## config.mk

```make
export PLATFORM = sky130hd
export DESIGN_NAME = iec_top
export DESIGN_NICKNAME = d
export VERILOG_FILES = /design/src/iec_top.v
export VERILOG_INCLUDE_DIRS = /design/src /design/src/src
export SDC_FILE = /design/constraint.sdc
export NUM_CORES = 1
export LEC_CHECK = 0
export ABC_CLOCK_PERIOD_IN_PS = 3200
export BUFFER_PORTS_ARGS = -buffer_cell sky130_fd_sc_hd__buf_2
export CAP_MARGIN = 20
export CORE_ASPECT_RATIO = 0.9
export CORE_MARGIN = 10
export CORE_UTILIZATION = 45
export CTS_BUF_LIST = sky130_fd_sc_hd__clkbuf_2
export CTS_CLUSTER_DIAMETER = 200
export DETAILED_ROUTE_END_ITERATION = 8
export GPL_TIMING_DRIVEN = 0
export PLACE_DENSITY = 0.71
export SKIP_LAST_GASP = 1
export SLEW_MARGIN = 15
export SYNTH_ARGS = -nofsm -noshare
export SYNTH_HDL_FRONTEND = slang
export SYNTH_SLANG_ARGS = --single-unit
```

## constraint.sdc

```tcl
create_clock -name i_clk -period 3.2 [get_ports i_clk]
set_input_delay 0.16 -clock i_clk [delete_from_list [all_inputs] [get_ports i_clk]]
set_output_delay 0.16 -clock i_clk [all_outputs]
set_load 0.01 [all_outputs]
```

## src/iec_map.vh

```
`ifndef IEC_MAP_VH
`define IEC_MAP_VH

`define IEC_ADDR_OPTION      8'hC8
`define IEC_ADDR_EVT_ENABLE  8'hC9
`define IEC_ADDR_STATUS      8'hCA
`define IEC_ADDR_ENTRY_PC    8'hCB
`define IEC_OPT_RESET        8'h00
`define IEC_EN_RESET         8'h00
`define IEC_BIT_SRC1_LEVEL   6
`define IEC_BIT_SRC2_POL     5
`define IEC_BIT_GLOBAL_EN    4
`define IEC_EN_TIMER         0
`define IEC_EN_CONV          1
`define IEC_EN_RX            2
`define IEC_EN_TX            3
`define IEC_EN_OVF           4
`define IEC_EN_CP1           5
`define IEC_EN_CP2           6
`define IEC_EN_NULL          7
`define IEC_VEC_SRC0         12'hFFC
`define IEC_VEC_SRC1         12'hFF6
`define IEC_VEC_SRC2         12'hFF4
`define IEC_VEC_SRC3         12'hFF2
`define IEC_VEC_SRC4         12'hFF0
`define IEC_LDI_CYCLES       3'h4
`define IEC_LDI_QUIRK_CYCLES 3'h3

`endif

```

## src/iec_top.v

```verilog
// The Wishbone interface to the registers was left to the implementer.
`timescale 1ns/1ps
`include "iec_map.vh"
`default_nettype none

module iec_top (
  input  wire        i_clk,
  input  wire        i_rst_n,
  input  wire [7:0]  i_wb_adr,
  input  wire [31:0] i_wb_dat,
  input  wire [3:0]  i_wb_sel,
  input  wire        i_wb_we,
  input  wire        i_wb_cyc,
  input  wire        i_wb_stb,
  output reg  [31:0] o_wb_dat,
  output reg         o_wb_ack,
  input  wire        i_instr_end,
  input  wire        i_ldi_opt_clear,
  input  wire        i_return_from_service,
  input  wire [11:0] i_pc,
  input  wire        i_carry,
  input  wire        i_zero,
  input  wire        i_low_power,
  input  wire        i_port_a,
  input  wire        i_port_b,
  input  wire        i_port_c,
  input  wire        i_port_d,
  input  wire        i_port_e,
  input  wire        i_sync_serial_done,
  input  wire        i_timer_overflow_flag,
  input  wire        i_converter_done,
  input  wire        i_serial_byte_received,
  input  wire        i_serial_byte_sent,
  input  wire        i_reload_timer_overflow_flag,
  input  wire        i_compare_one_flag,
  input  wire        i_compare_two_flag,
  input  wire        i_compare_null_flag,
  output reg         o_entry,
  output reg  [11:0] o_vector,
  output reg         o_stack_push,
  output reg  [11:0] o_stack_data,
  output reg         o_stack_pop,
  output reg         o_carry,
  output reg         o_zero,
  output reg  [1:0]  o_mode,
  output reg         o_wake
);

  localparam [1:0] MODE_NORMAL = 2'h0;
  localparam [1:0] MODE_IRQ    = 2'h1;
  localparam [1:0] MODE_NMI    = 2'h2;

  reg        rst_s1_reg;
  reg        rst_n_reg;
  wire       rst_n;

  always @(posedge i_clk or negedge i_rst_n) begin
    if (!i_rst_n) begin
      rst_s1_reg <= 1'b0;
      rst_n_reg  <= 1'b0;
    end else begin
      rst_s1_reg <= 1'b1;
      rst_n_reg  <= rst_s1_reg;
    end
  end
  assign rst_n = rst_n_reg;

  // Pin lines pass three stages; a change counts once stages two and three agree.
  reg  [5:0] pin_s1_reg;
  reg  [5:0] pin_s2_reg;
  reg  [5:0] pin_s3_reg;
  reg  [5:0] pin_reg;
  wire [5:0] pin_raw = {i_sync_serial_done, i_port_e, i_port_d, i_port_c, i_port_b, i_port_a};

  always @(posedge i_clk or negedge rst_n) begin
    if (!rst_n) begin
      pin_s1_reg <= 6'h3F;
      pin_s2_reg <= 6'h3F;
      pin_s3_reg <= 6'h3F;
      pin_reg    <= 6'h3F;
    end else begin
      pin_s1_reg <= pin_raw;
      pin_s2_reg <= pin_s1_reg;
      pin_s3_reg <= pin_s2_reg;
      pin_reg    <= (pin_s2_reg & pin_s3_reg) | (pin_reg & (pin_s2_reg ^ pin_s3_reg));
    end
  end

  reg  [7:0] option_reg;
  reg  [7:0] evt_en_reg;
  wire       src1_level_select  = option_reg[`IEC_BIT_SRC1_LEVEL];
  wire       src2_edge_polarity = option_reg[`IEC_BIT_SRC2_POL];
  wire       global_irq_enable  = option_reg[`IEC_BIT_GLOBAL_EN];

  // Wishbone slave with one wait-free answer cycle per access.
  wire       wb_req = i_wb_cyc & i_wb_stb & ~o_wb_ack;
  wire       wb_wr  = wb_req & i_wb_we & i_wb_sel[0];
  reg  [31:0] rd_next;

  always @(posedge i_clk or negedge rst_n) begin
    if (!rst_n) begin
      option_reg <= `IEC_OPT_RESET;
      evt_en_reg <= `IEC_EN_RESET;
    end else if (wb_wr) begin
      if (i_wb_adr == `IEC_ADDR_OPTION) begin
        option_reg <= i_wb_dat[7:0];
      end else if (i_wb_adr == `IEC_ADDR_EVT_ENABLE) begin
        evt_en_reg <= i_wb_dat[7:0];
      end
    end
  end

  reg  [1:0]  mode_reg;
  reg  [1:0]  prev_mode_reg;
  reg  [11:0] saved_pc_reg;

  always @* begin
    rd_next = 32'h0000_0000;
    if (i_wb_adr == `IEC_ADDR_EVT_ENABLE) begin
      rd_next = {24'h00_0000, evt_en_reg};
    end else if (i_wb_adr == `IEC_ADDR_STATUS) begin
      rd_next = {28'h000_0000, prev_mode_reg, mode_reg};
    end else if (i_wb_adr == `IEC_ADDR_ENTRY_PC) begin
      rd_next = {20'h0_0000, saved_pc_reg};
    end
  end

  always @(posedge i_clk or negedge rst_n) begin
    if (!rst_n) begin
      o_wb_ack <= 1'b0;
      o_wb_dat <= 32'h0000_0000;
    end else begin
      o_wb_ack <= wb_req;
      o_wb_dat <= wb_req ? rd_next : 32'h0000_0000;
    end
  end

  wire src4_line = (i_timer_overflow_flag        & evt_en_reg[`IEC_EN_TIMER])
                 | (i_converter_done             & evt_en_reg[`IEC_EN_CONV])
                 | (i_serial_byte_received       & evt_en_reg[`IEC_EN_RX])
                 | (i_serial_byte_sent           & evt_en_reg[`IEC_EN_TX]);
  wire src3_line = (i_reload_timer_overflow_flag & evt_en_reg[`IEC_EN_OVF])
                 | (i_compare_one_flag           & evt_en_reg[`IEC_EN_CP1])
                 | (i_compare_two_flag           & evt_en_reg[`IEC_EN_CP2])
                 | (i_compare_null_flag          & evt_en_reg[`IEC_EN_NULL]);
  // Pin lines are active low; any low pin of a group drives its source.
  wire src0_low  = ~pin_reg[2];
  wire src1_low  = ~pin_reg[0] | ~pin_reg[4] | ~pin_reg[5];
  wire src2_high = pin_reg[1] & pin_reg[3];
  wire src2_low  = ~(pin_reg[1] & pin_reg[3]);

  reg  src0_prev_reg;
  reg  src1_prev_reg;
  reg  src2_prev_reg;
  reg  nmi_latch_reg;
  reg  src1_latch_reg;
  reg  src2_latch_reg;

  wire fall0 = src0_low & ~src0_prev_reg;
  wire fall1 = src1_low & ~src1_prev_reg;
  // Polarity bit picks rising or falling.
  wire edge2 = src2_edge_polarity ? (src2_high & src2_prev_reg) : (src2_low & ~src2_prev_reg);

  wire mask_ok = global_irq_enable & (mode_reg == MODE_NORMAL);
  wire req1 = src1_level_select ? src1_low : src1_latch_reg;
  wire req2 = src2_latch_reg;
  wire take0 = nmi_latch_reg & (mode_reg != MODE_NMI);
  wire take1 = ~take0 & mask_ok & req1;
  wire take2 = ~take0 & mask_ok & ~req1 & req2;
  wire take3 = ~take0 & mask_ok & ~req1 & ~req2 & src3_line;
  wire take4 = ~take0 & mask_ok & ~req1 & ~req2 & ~src3_line & src4_line;
  wire accept = i_instr_end & (take0 | take1 | take2 | take3 | take4);

  always @(posedge i_clk or negedge rst_n) begin
    if (!rst_n) begin
      src0_prev_reg  <= 1'b0;
      src1_prev_reg  <= 1'b0;
      src2_prev_reg  <= 1'b0;
      nmi_latch_reg  <= 1'b0;
      src1_latch_reg <= 1'b0;
      src2_latch_reg <= 1'b0;
    end else begin
      src0_prev_reg <= src0_low;
      src1_prev_reg <= src1_low;
      src2_prev_reg <= src2_polarity_prev(src2_edge_polarity, src2_high, src2_low);
      // Flip-flop cleared at its own entry; a new edge wins.
      if (fall0) begin
        nmi_latch_reg <= 1'b1;
      end else if (accept & take0) begin
        nmi_latch_reg <= 1'b0;
      end
      // One stored edge, cleared at entry; level mode stores nothing.
      if (fall1 & ~src1_level_select) begin
        src1_latch_reg <= 1'b1;
      end else if ((accept & take1) | src1_level_select) begin
        src1_latch_reg <= 1'b0;
      end
      if (edge2) begin
        src2_latch_reg <= 1'b1;
      end else if (accept & take2) begin
        src2_latch_reg <= 1'b0;
      end
    end
  end

  function src2_polarity_prev;
    input pol;
    input hi;
    input lo;
    begin
      src2_polarity_prev = pol ? ~hi : lo;
    end
  endfunction

  // Option-clear load tracking; the core pulses at the load's first cycle.
  reg  [2:0] ldi_cnt_reg;
  always @(posedge i_clk or negedge rst_n) begin
    if (!rst_n) begin
      ldi_cnt_reg <= 3'h0;
    end else if (i_ldi_opt_clear) begin
      ldi_cnt_reg <= 3'h1;
    end else if (ldi_cnt_reg != 3'h0 && ldi_cnt_reg != `IEC_LDI_CYCLES) begin
      ldi_cnt_reg <= ldi_cnt_reg + 3'h1;
    end else begin
      ldi_cnt_reg <= 3'h0;
    end
  end
  wire ldi_early = i_ldi_opt_clear |
                   (ldi_cnt_reg != 3'h0 && ldi_cnt_reg < `IEC_LDI_QUIRK_CYCLES);

  reg  [1:0] flags_norm_reg;
  reg  [1:0] flags_irq_reg;
  reg  [1:0] flags_nmi_reg;
  reg  [1:0] quirk_bank_reg;
  wire [1:0] cur_flags = {i_carry, i_zero};
  reg  [11:0] vec_next;

  always @* begin
    vec_next = `IEC_VEC_SRC4;
    if (take0) begin
      vec_next = `IEC_VEC_SRC0;
    end else if (take1) begin
      vec_next = `IEC_VEC_SRC1;
    end else if (take2) begin
      vec_next = `IEC_VEC_SRC2;
    end else if (take3) begin
      vec_next = `IEC_VEC_SRC3;
    end
  end

  always @(posedge i_clk or negedge rst_n) begin
    if (!rst_n) begin
      mode_reg       <= MODE_NORMAL;
      prev_mode_reg  <= MODE_NORMAL;
      saved_pc_reg   <= 12'h000;
      flags_norm_reg <= 2'h0;
      flags_irq_reg  <= 2'h0;
      flags_nmi_reg  <= 2'h0;
      quirk_bank_reg <= MODE_NORMAL;
      o_entry        <= 1'b0;
      o_vector       <= 12'h000;
      o_stack_push   <= 1'b0;
      o_stack_data   <= 12'h000;
      o_stack_pop    <= 1'b0;
      o_carry        <= 1'b0;
      o_zero         <= 1'b0;
      o_mode         <= MODE_NORMAL;
      o_wake         <= 1'b0;
    end else begin
      o_entry      <= 1'b0;
      o_stack_push <= 1'b0;
      o_stack_pop  <= 1'b0;
      o_wake       <= i_low_power & global_irq_enable &
                      (nmi_latch_reg | req1 | req2 | src3_line | src4_line);
      if (accept) begin
        prev_mode_reg <= mode_reg;
        // Current pair is banked under the mode being left, or under the normal pair after a quirk entry.
        if (quirk_bank_reg == MODE_IRQ || mode_reg == MODE_NORMAL) begin
          flags_norm_reg <= cur_flags;
        end else if (mode_reg == MODE_IRQ) begin
          flags_irq_reg <= cur_flags;
        end
        o_stack_push <= 1'b1;
        o_stack_data <= i_pc;
        saved_pc_reg <= i_pc;
        o_entry  <= 1'b1;
        o_vector <= vec_next;
        if (take0) begin
          mode_reg       <= MODE_NMI;
          o_mode         <= MODE_NMI;
          quirk_bank_reg <= MODE_NORMAL;
          {o_carry, o_zero} <= flags_nmi_reg;
        end else if (ldi_early) begin
          // Silicon quirk: normal pair stays active.
          mode_reg       <= MODE_IRQ;
          o_mode         <= MODE_IRQ;
          quirk_bank_reg <= MODE_IRQ;
          {o_carry, o_zero} <= cur_flags;
        end else begin
          mode_reg       <= MODE_IRQ;
          o_mode         <= MODE_IRQ;
          quirk_bank_reg <= MODE_NORMAL;
          {o_carry, o_zero} <= flags_irq_reg;
        end
      end else if (i_return_from_service && mode_reg != MODE_NORMAL) begin
        o_stack_pop <= 1'b1;
        mode_reg    <= prev_mode_reg;
        o_mode      <= prev_mode_reg;
        prev_mode_reg <= MODE_NORMAL;
        quirk_bank_reg <= MODE_NORMAL;
        if (mode_reg == MODE_NMI) begin
          flags_nmi_reg <= cur_flags;
        end else if (quirk_bank_reg == MODE_IRQ) begin
          flags_norm_reg <= cur_flags;
        end else begin
          flags_irq_reg <= cur_flags;
        end
        if (prev_mode_reg == MODE_IRQ) begin
          {o_carry, o_zero} <= flags_irq_reg;
        end else begin
          // A quirk entry kept the normal pair live, so that live pair is what resumes.
          {o_carry, o_zero} <= (quirk_bank_reg == MODE_IRQ) ? cur_flags : flags_norm_reg;
        end
      end
    end
  end

endmodule

`default_nettype wire

```

==> results.txt <==
- Maximum vdd drop: between 0.0003 and 0.0004 V
- CTS tree: built
* Count of final max-slew check failures: 0
* Die X-Extent: 118 µm
* Data arrival time of the critical path: 2.70 ns
- After detailed routing, the number of vias per cell comes to 4.67.
* Number of register bits inferred by synthesis: 91
* Maximum operating frequency: about 450 MHz
- In this run, distinct cell masters in the synthesized netlist total 51.
- For this run, the total global-route usage over all layers was measured as 14.7%.
- The die is 108 µm tall.
* Effective utilization at floorplan: 45.8%
* Pre-antenna DRT Iters: 4
* DRC violations left: 0
- RSZ-0062 raised after global routing: false
- Cell with the largest stage delay on the worst path: sky130_fd_sc_hd__dlygate4sd3_1
- Maximum number of pins on one net before global-route repair: 48
- Layout Skew: 0.0276 ns
- Final critical-path share of the clock period: 70.1%
* Buffer type at the clock tree root: sky130_fd_sc_hd__clkbuf_2
* Gate count of the mapped netlist: 340
* Worst-path clk slew: 0.22 ns
* Final setup vio count: 0
* Max-capacitance violation count: 0
- The share of the Yosys chip area taken by registers is 59.1%.
- A synthesized cell averages between 10 and 15 µm².
- Core area: 8530 µm²
- OpenSTA, run right after detailed placement, puts the worst setup slack at 1.02 ns.
- The biggest area contributor in the post-synthesis netlist is sky130_fd_sc_hd__dfrtp_1.
* Count of hold buffers inserted by post-cts repair: 41
* Count of vias placed by the detailed router: 2,959
- Summed over all cells, the static leakage comes to 2.66 nW.
* Async SR Flop Fraction: 100%
- For this block, wires on met1 add up to slightly below 4 mm.
- Along the worst path, the maximum fanout reaches 5.
- The congestion estimate from routability-driven global placement came to just over 0.8.
- In this run the worst hold path is classified as in2reg.
- Final hold violation count: 0
- The final layout contains 598 nets.
- IO Count: roughly 150
- The Yosys step of the flow raised 0 warnings.
* Area enclosed by the die boundary: 12,800 µm²
- Detailed routing placed a total of 4.51 mm of wire on met2.
- Required time of the critical path: 3.66 ns
- The largest single stage delay on the critical path is 0.61 ns.
* Dominant register cell in the synthesized netlist: sky130_fd_sc_hd__dfrtp_1
* Maximum clock insertion buffer count: 2
* Type of destination of the critical path: flop
- Number of fill cells in the layout: 696
- Least-Margin Pin Slew: 0.681 ns
- In this design, the critical path's most frequently occurring cell is sky130_fd_sc_hd__dlygate4sd3_1.
- Number of gates resized after cts: 0
* Critical path cell sequence: dlygate4sd3_1 > buf_2 > nor3_2 > dlygate4sd3_1 > nand2_1 > or4_1 > mux2_2
* Cell area after technology mapping: 3910 µm²
* Routed met3 length: 748 µm
- Global-route wire length before repair: 15.4 mm
- Power Dens Cells: 560 nW/µm²
- In this run, the number of DRC markers left after iteration 0 of detailed routing was 201.
- Detailed placement HPWL: 6.79 mm
- Fraction of final layout cells sized beyond drive strength 1: 39.1%
- Initial antenna violation count: 0
* Post-synthesis to final-layout area growth: 32.3%
- Critical Path Source Type: primary input
* Number of global-route vias before repair: 2,992
- Clock tree synthesis found a total of 91 sinks.
- After detailed placement, the design holds a cell count of 576.
- After layout, the worst setup slack is 0.958 ns.
- Count of H-tree levels built during CTS: 3
* Clock latency of the later-clocked register in the worst-skew pair: 0.56 ns
- Worst setup path class: in2reg
- In this run, CTS created clock tree buffers numbering 9.
- Slew margin rel.: a little over half
- The detail route stage leaves a number of antenna-violating nets equal to 0.
- Buffers placed on the I/O ports in this run total 96.
- Signal routing reaches up to met4.
* Number of antenna cells inserted: 0
- In this run the core area contains 32 standard-cell rows.
- For the finished layout, the period the worst path requires is around 2.2 ns.
* Status: completed
- Buffers added to address setup during post-CTS repair amount to 0.
- Yosys attributes the largest share of cell area to sky130_fd_sc_hd__dfrtp_1, sky130_fd_sc_hd__dfstp_2, sky130_fd_sc_hd__buf_4.
- Cell Count, Final, Fillers Out: 633
- After detailed routing, the average wire length per cell comes to ~14 µm.
- In this run the biggest area consumer among cell types represents 42.9% of the synthesized area.
- Number of flops mapped to enable cells by yosys: 0
* Overflow left after global routing: 0
* Total length of routed wires: 9.17 mm
layout by cell type, fill, tap and decap left out, types with 2 or more instances in the layout:
cell,count
sky130_fd_sc_hd__dfstp_2,24
sky130_fd_sc_hd__nand4_1,2
sky130_fd_sc_hd__nor2_1,26
sky130_fd_sc_hd__dfrtp_1,66
sky130_fd_sc_hd__and3_1,2
sky130_fd_sc_hd__conb_1,22
sky130_fd_sc_hd__nor4_1,4
sky130_fd_sc_hd__nand2_1,51
sky130_fd_sc_hd__and2_1,5
sky130_fd_sc_hd__dlygate4sd3_1,41
sky130_fd_sc_hd__a21o_1,7
sky130_fd_sc_hd__a22o_1,2
sky130_fd_sc_hd__buf_4,30
sky130_fd_sc_hd__ha_1,8
sky130_fd_sc_hd__clkbuf_2,11
sky130_fd_sc_hd__inv_1,10
sky130_fd_sc_hd__nor3_1,2
sky130_fd_sc_hd__a31oi_1,3
sky130_fd_sc_hd__mux2_2,10
sky130_fd_sc_hd__buf_2,100
sky130_fd_sc_hd__nand3_1,12
sky130_fd_sc_hd__mux2_4,8
sky130_fd_sc_hd__mux2i_1,8
sky130_fd_sc_hd__a21oi_1,12
sky130_fd_sc_hd__o21ai_0,11
sky130_fd_sc_hd__clkbuf_1,2
sky130_fd_sc_hd__clkinv_2,2
sky130_fd_sc_hd__a22oi_1,2
cell type report:
cell class,count,area [µm²],share of cell area (%)
buffer,38,269,5.21
clock buffer,10,50.0,0.969
clock inverter,6,63.8,1.24
inverter,11,41.3,0.799
multi-input combinational,220,1360,26.4
sequential,91,2310,44.7
tap,119,149,2.88
timing repair buffer,138,918,17.8
cells in the mapped netlist, types with 2 or more instances:
| cell | count |
|---|---|
| sky130_fd_sc_hd__dfrtp_1 | 67 |
| sky130_fd_sc_hd__nand2_1 | 51 |
| sky130_fd_sc_hd__buf_4 | 30 |
| sky130_fd_sc_hd__nor2_1 | 26 |
| sky130_fd_sc_hd__dfstp_2 | 24 |
| sky130_fd_sc_hd__a21oi_1 | 12 |
| sky130_fd_sc_hd__nand3_1 | 12 |
| sky130_fd_sc_hd__o21ai_0 | 11 |
| sky130_fd_sc_hd__inv_1 | 10 |
| sky130_fd_sc_hd__mux2_2 | 10 |
| sky130_fd_sc_hd__ha_1 | 8 |
| sky130_fd_sc_hd__mux2_4 | 8 |
| sky130_fd_sc_hd__mux2i_1 | 8 |
| sky130_fd_sc_hd__a21o_1 | 7 |
| sky130_fd_sc_hd__and2_1 | 5 |
| sky130_fd_sc_hd__buf_2 | 4 |
| sky130_fd_sc_hd__nor4_1 | 4 |
| sky130_fd_sc_hd__a31oi_1 | 3 |
| sky130_fd_sc_hd__a22o_1 | 2 |
| sky130_fd_sc_hd__a22oi_1 | 2 |
| sky130_fd_sc_hd__and3_1 | 2 |
| sky130_fd_sc_hd__clkbuf_1 | 2 |
| sky130_fd_sc_hd__conb_1 | 2 |
| sky130_fd_sc_hd__nand4_1 | 2 |
| sky130_fd_sc_hd__nor3_1 | 2 |
layer usage:
metal / track usage [%] / vias to the layer above
li1: - / 1451
met1: 17.7 / 1403
met2: 24.6 / 101
met3: 5.37 / 4
met4: 3.97 / 0
met5: 0 / -
power breakdown:
| part | switching [W] | internal, W | total, W |
|---|---|---|---|
| Combinational | 0.000457 | 0.000379 | 0.000835 |
| Sequential | 0.000142 | 0.00136 | 0.00150 |
| Clock | 0.000371 | 0.000186 | 0.000558 |
critical path, delay by kind of cell:
kind / cells / cell delay, ns
buffers and inverters: 3 / 1.28
muxes: 1 / 0.31
and+or+nand+nor: 3 / 0.95
cell families (layout without fill, tap and decap cells):
logic type	after synthesis	in the layout	synth area share, %
muxes	26	26	8.01
other	2	22	0.192
and+or+nand+nor	113	113	13.2
xor gates and xnor gates	1	1	0.224
DFF	91	91	59.1
AOI/OAI and AO/OA	50	50	8.84
buffers and inverters	49	203	7.94
adders and majority gates	8	8	2.56
final timing paths:
path / start / to / slack, ns / cells past startpoint
setup / recovery: i_wb_adr[5] / option_reg[6]$_DFFE_PN0P_ / 0.96 / 7
hold / removal: i_compare_null_flag / o_vector[1]$_DFFE_PN0P_ / 0.08 / 5
setup reg to reg: pin_reg[5]$_DFF_PN1_ / saved_pc_reg[4]$_DFFE_PN0P_ / 1.00 / 8
hold reg to reg: rst_n$_DFF_PN0_ / o_vector[10]$_DFFE_PN0P_ / 0.34 / 0
max in group asynchronous: rst_n$_DFF_PN0_ / pin_reg[5]$_DFF_PN1_ / 2.22 / 1
min in group asynchronous: rst_n$_DFF_PN0_ / o_vector[10]$_DFFE_PN0P_ / 0.34 / 0
metrics by stage:
| stage | hold WS (ns) | setup TNS, ns | cell area (µm²) | util, % | total power, W |
|---|---|---|---|---|---|
| after floorplan | -0.136 | 0 | 3980 | - | 0.00201 |
| after global placement | -0.0547 | -24.67 | 4610 | 54.1 | 0.00230 |
| after detailed placement | -0.0537 | 0 | 4640 | 54.4 | 0.00233 |
| after CTS | 0.0438 | 0 | 5170 | 60.6 | 0.00293 |
| after global routing | 0.0648 | 0 | 5170 | 60.6 | 0.00311 |
| final | 0.0804 | 0 | 5170 | 60.6 | 0.00290 |
Power figures use the tool's default switching activity.
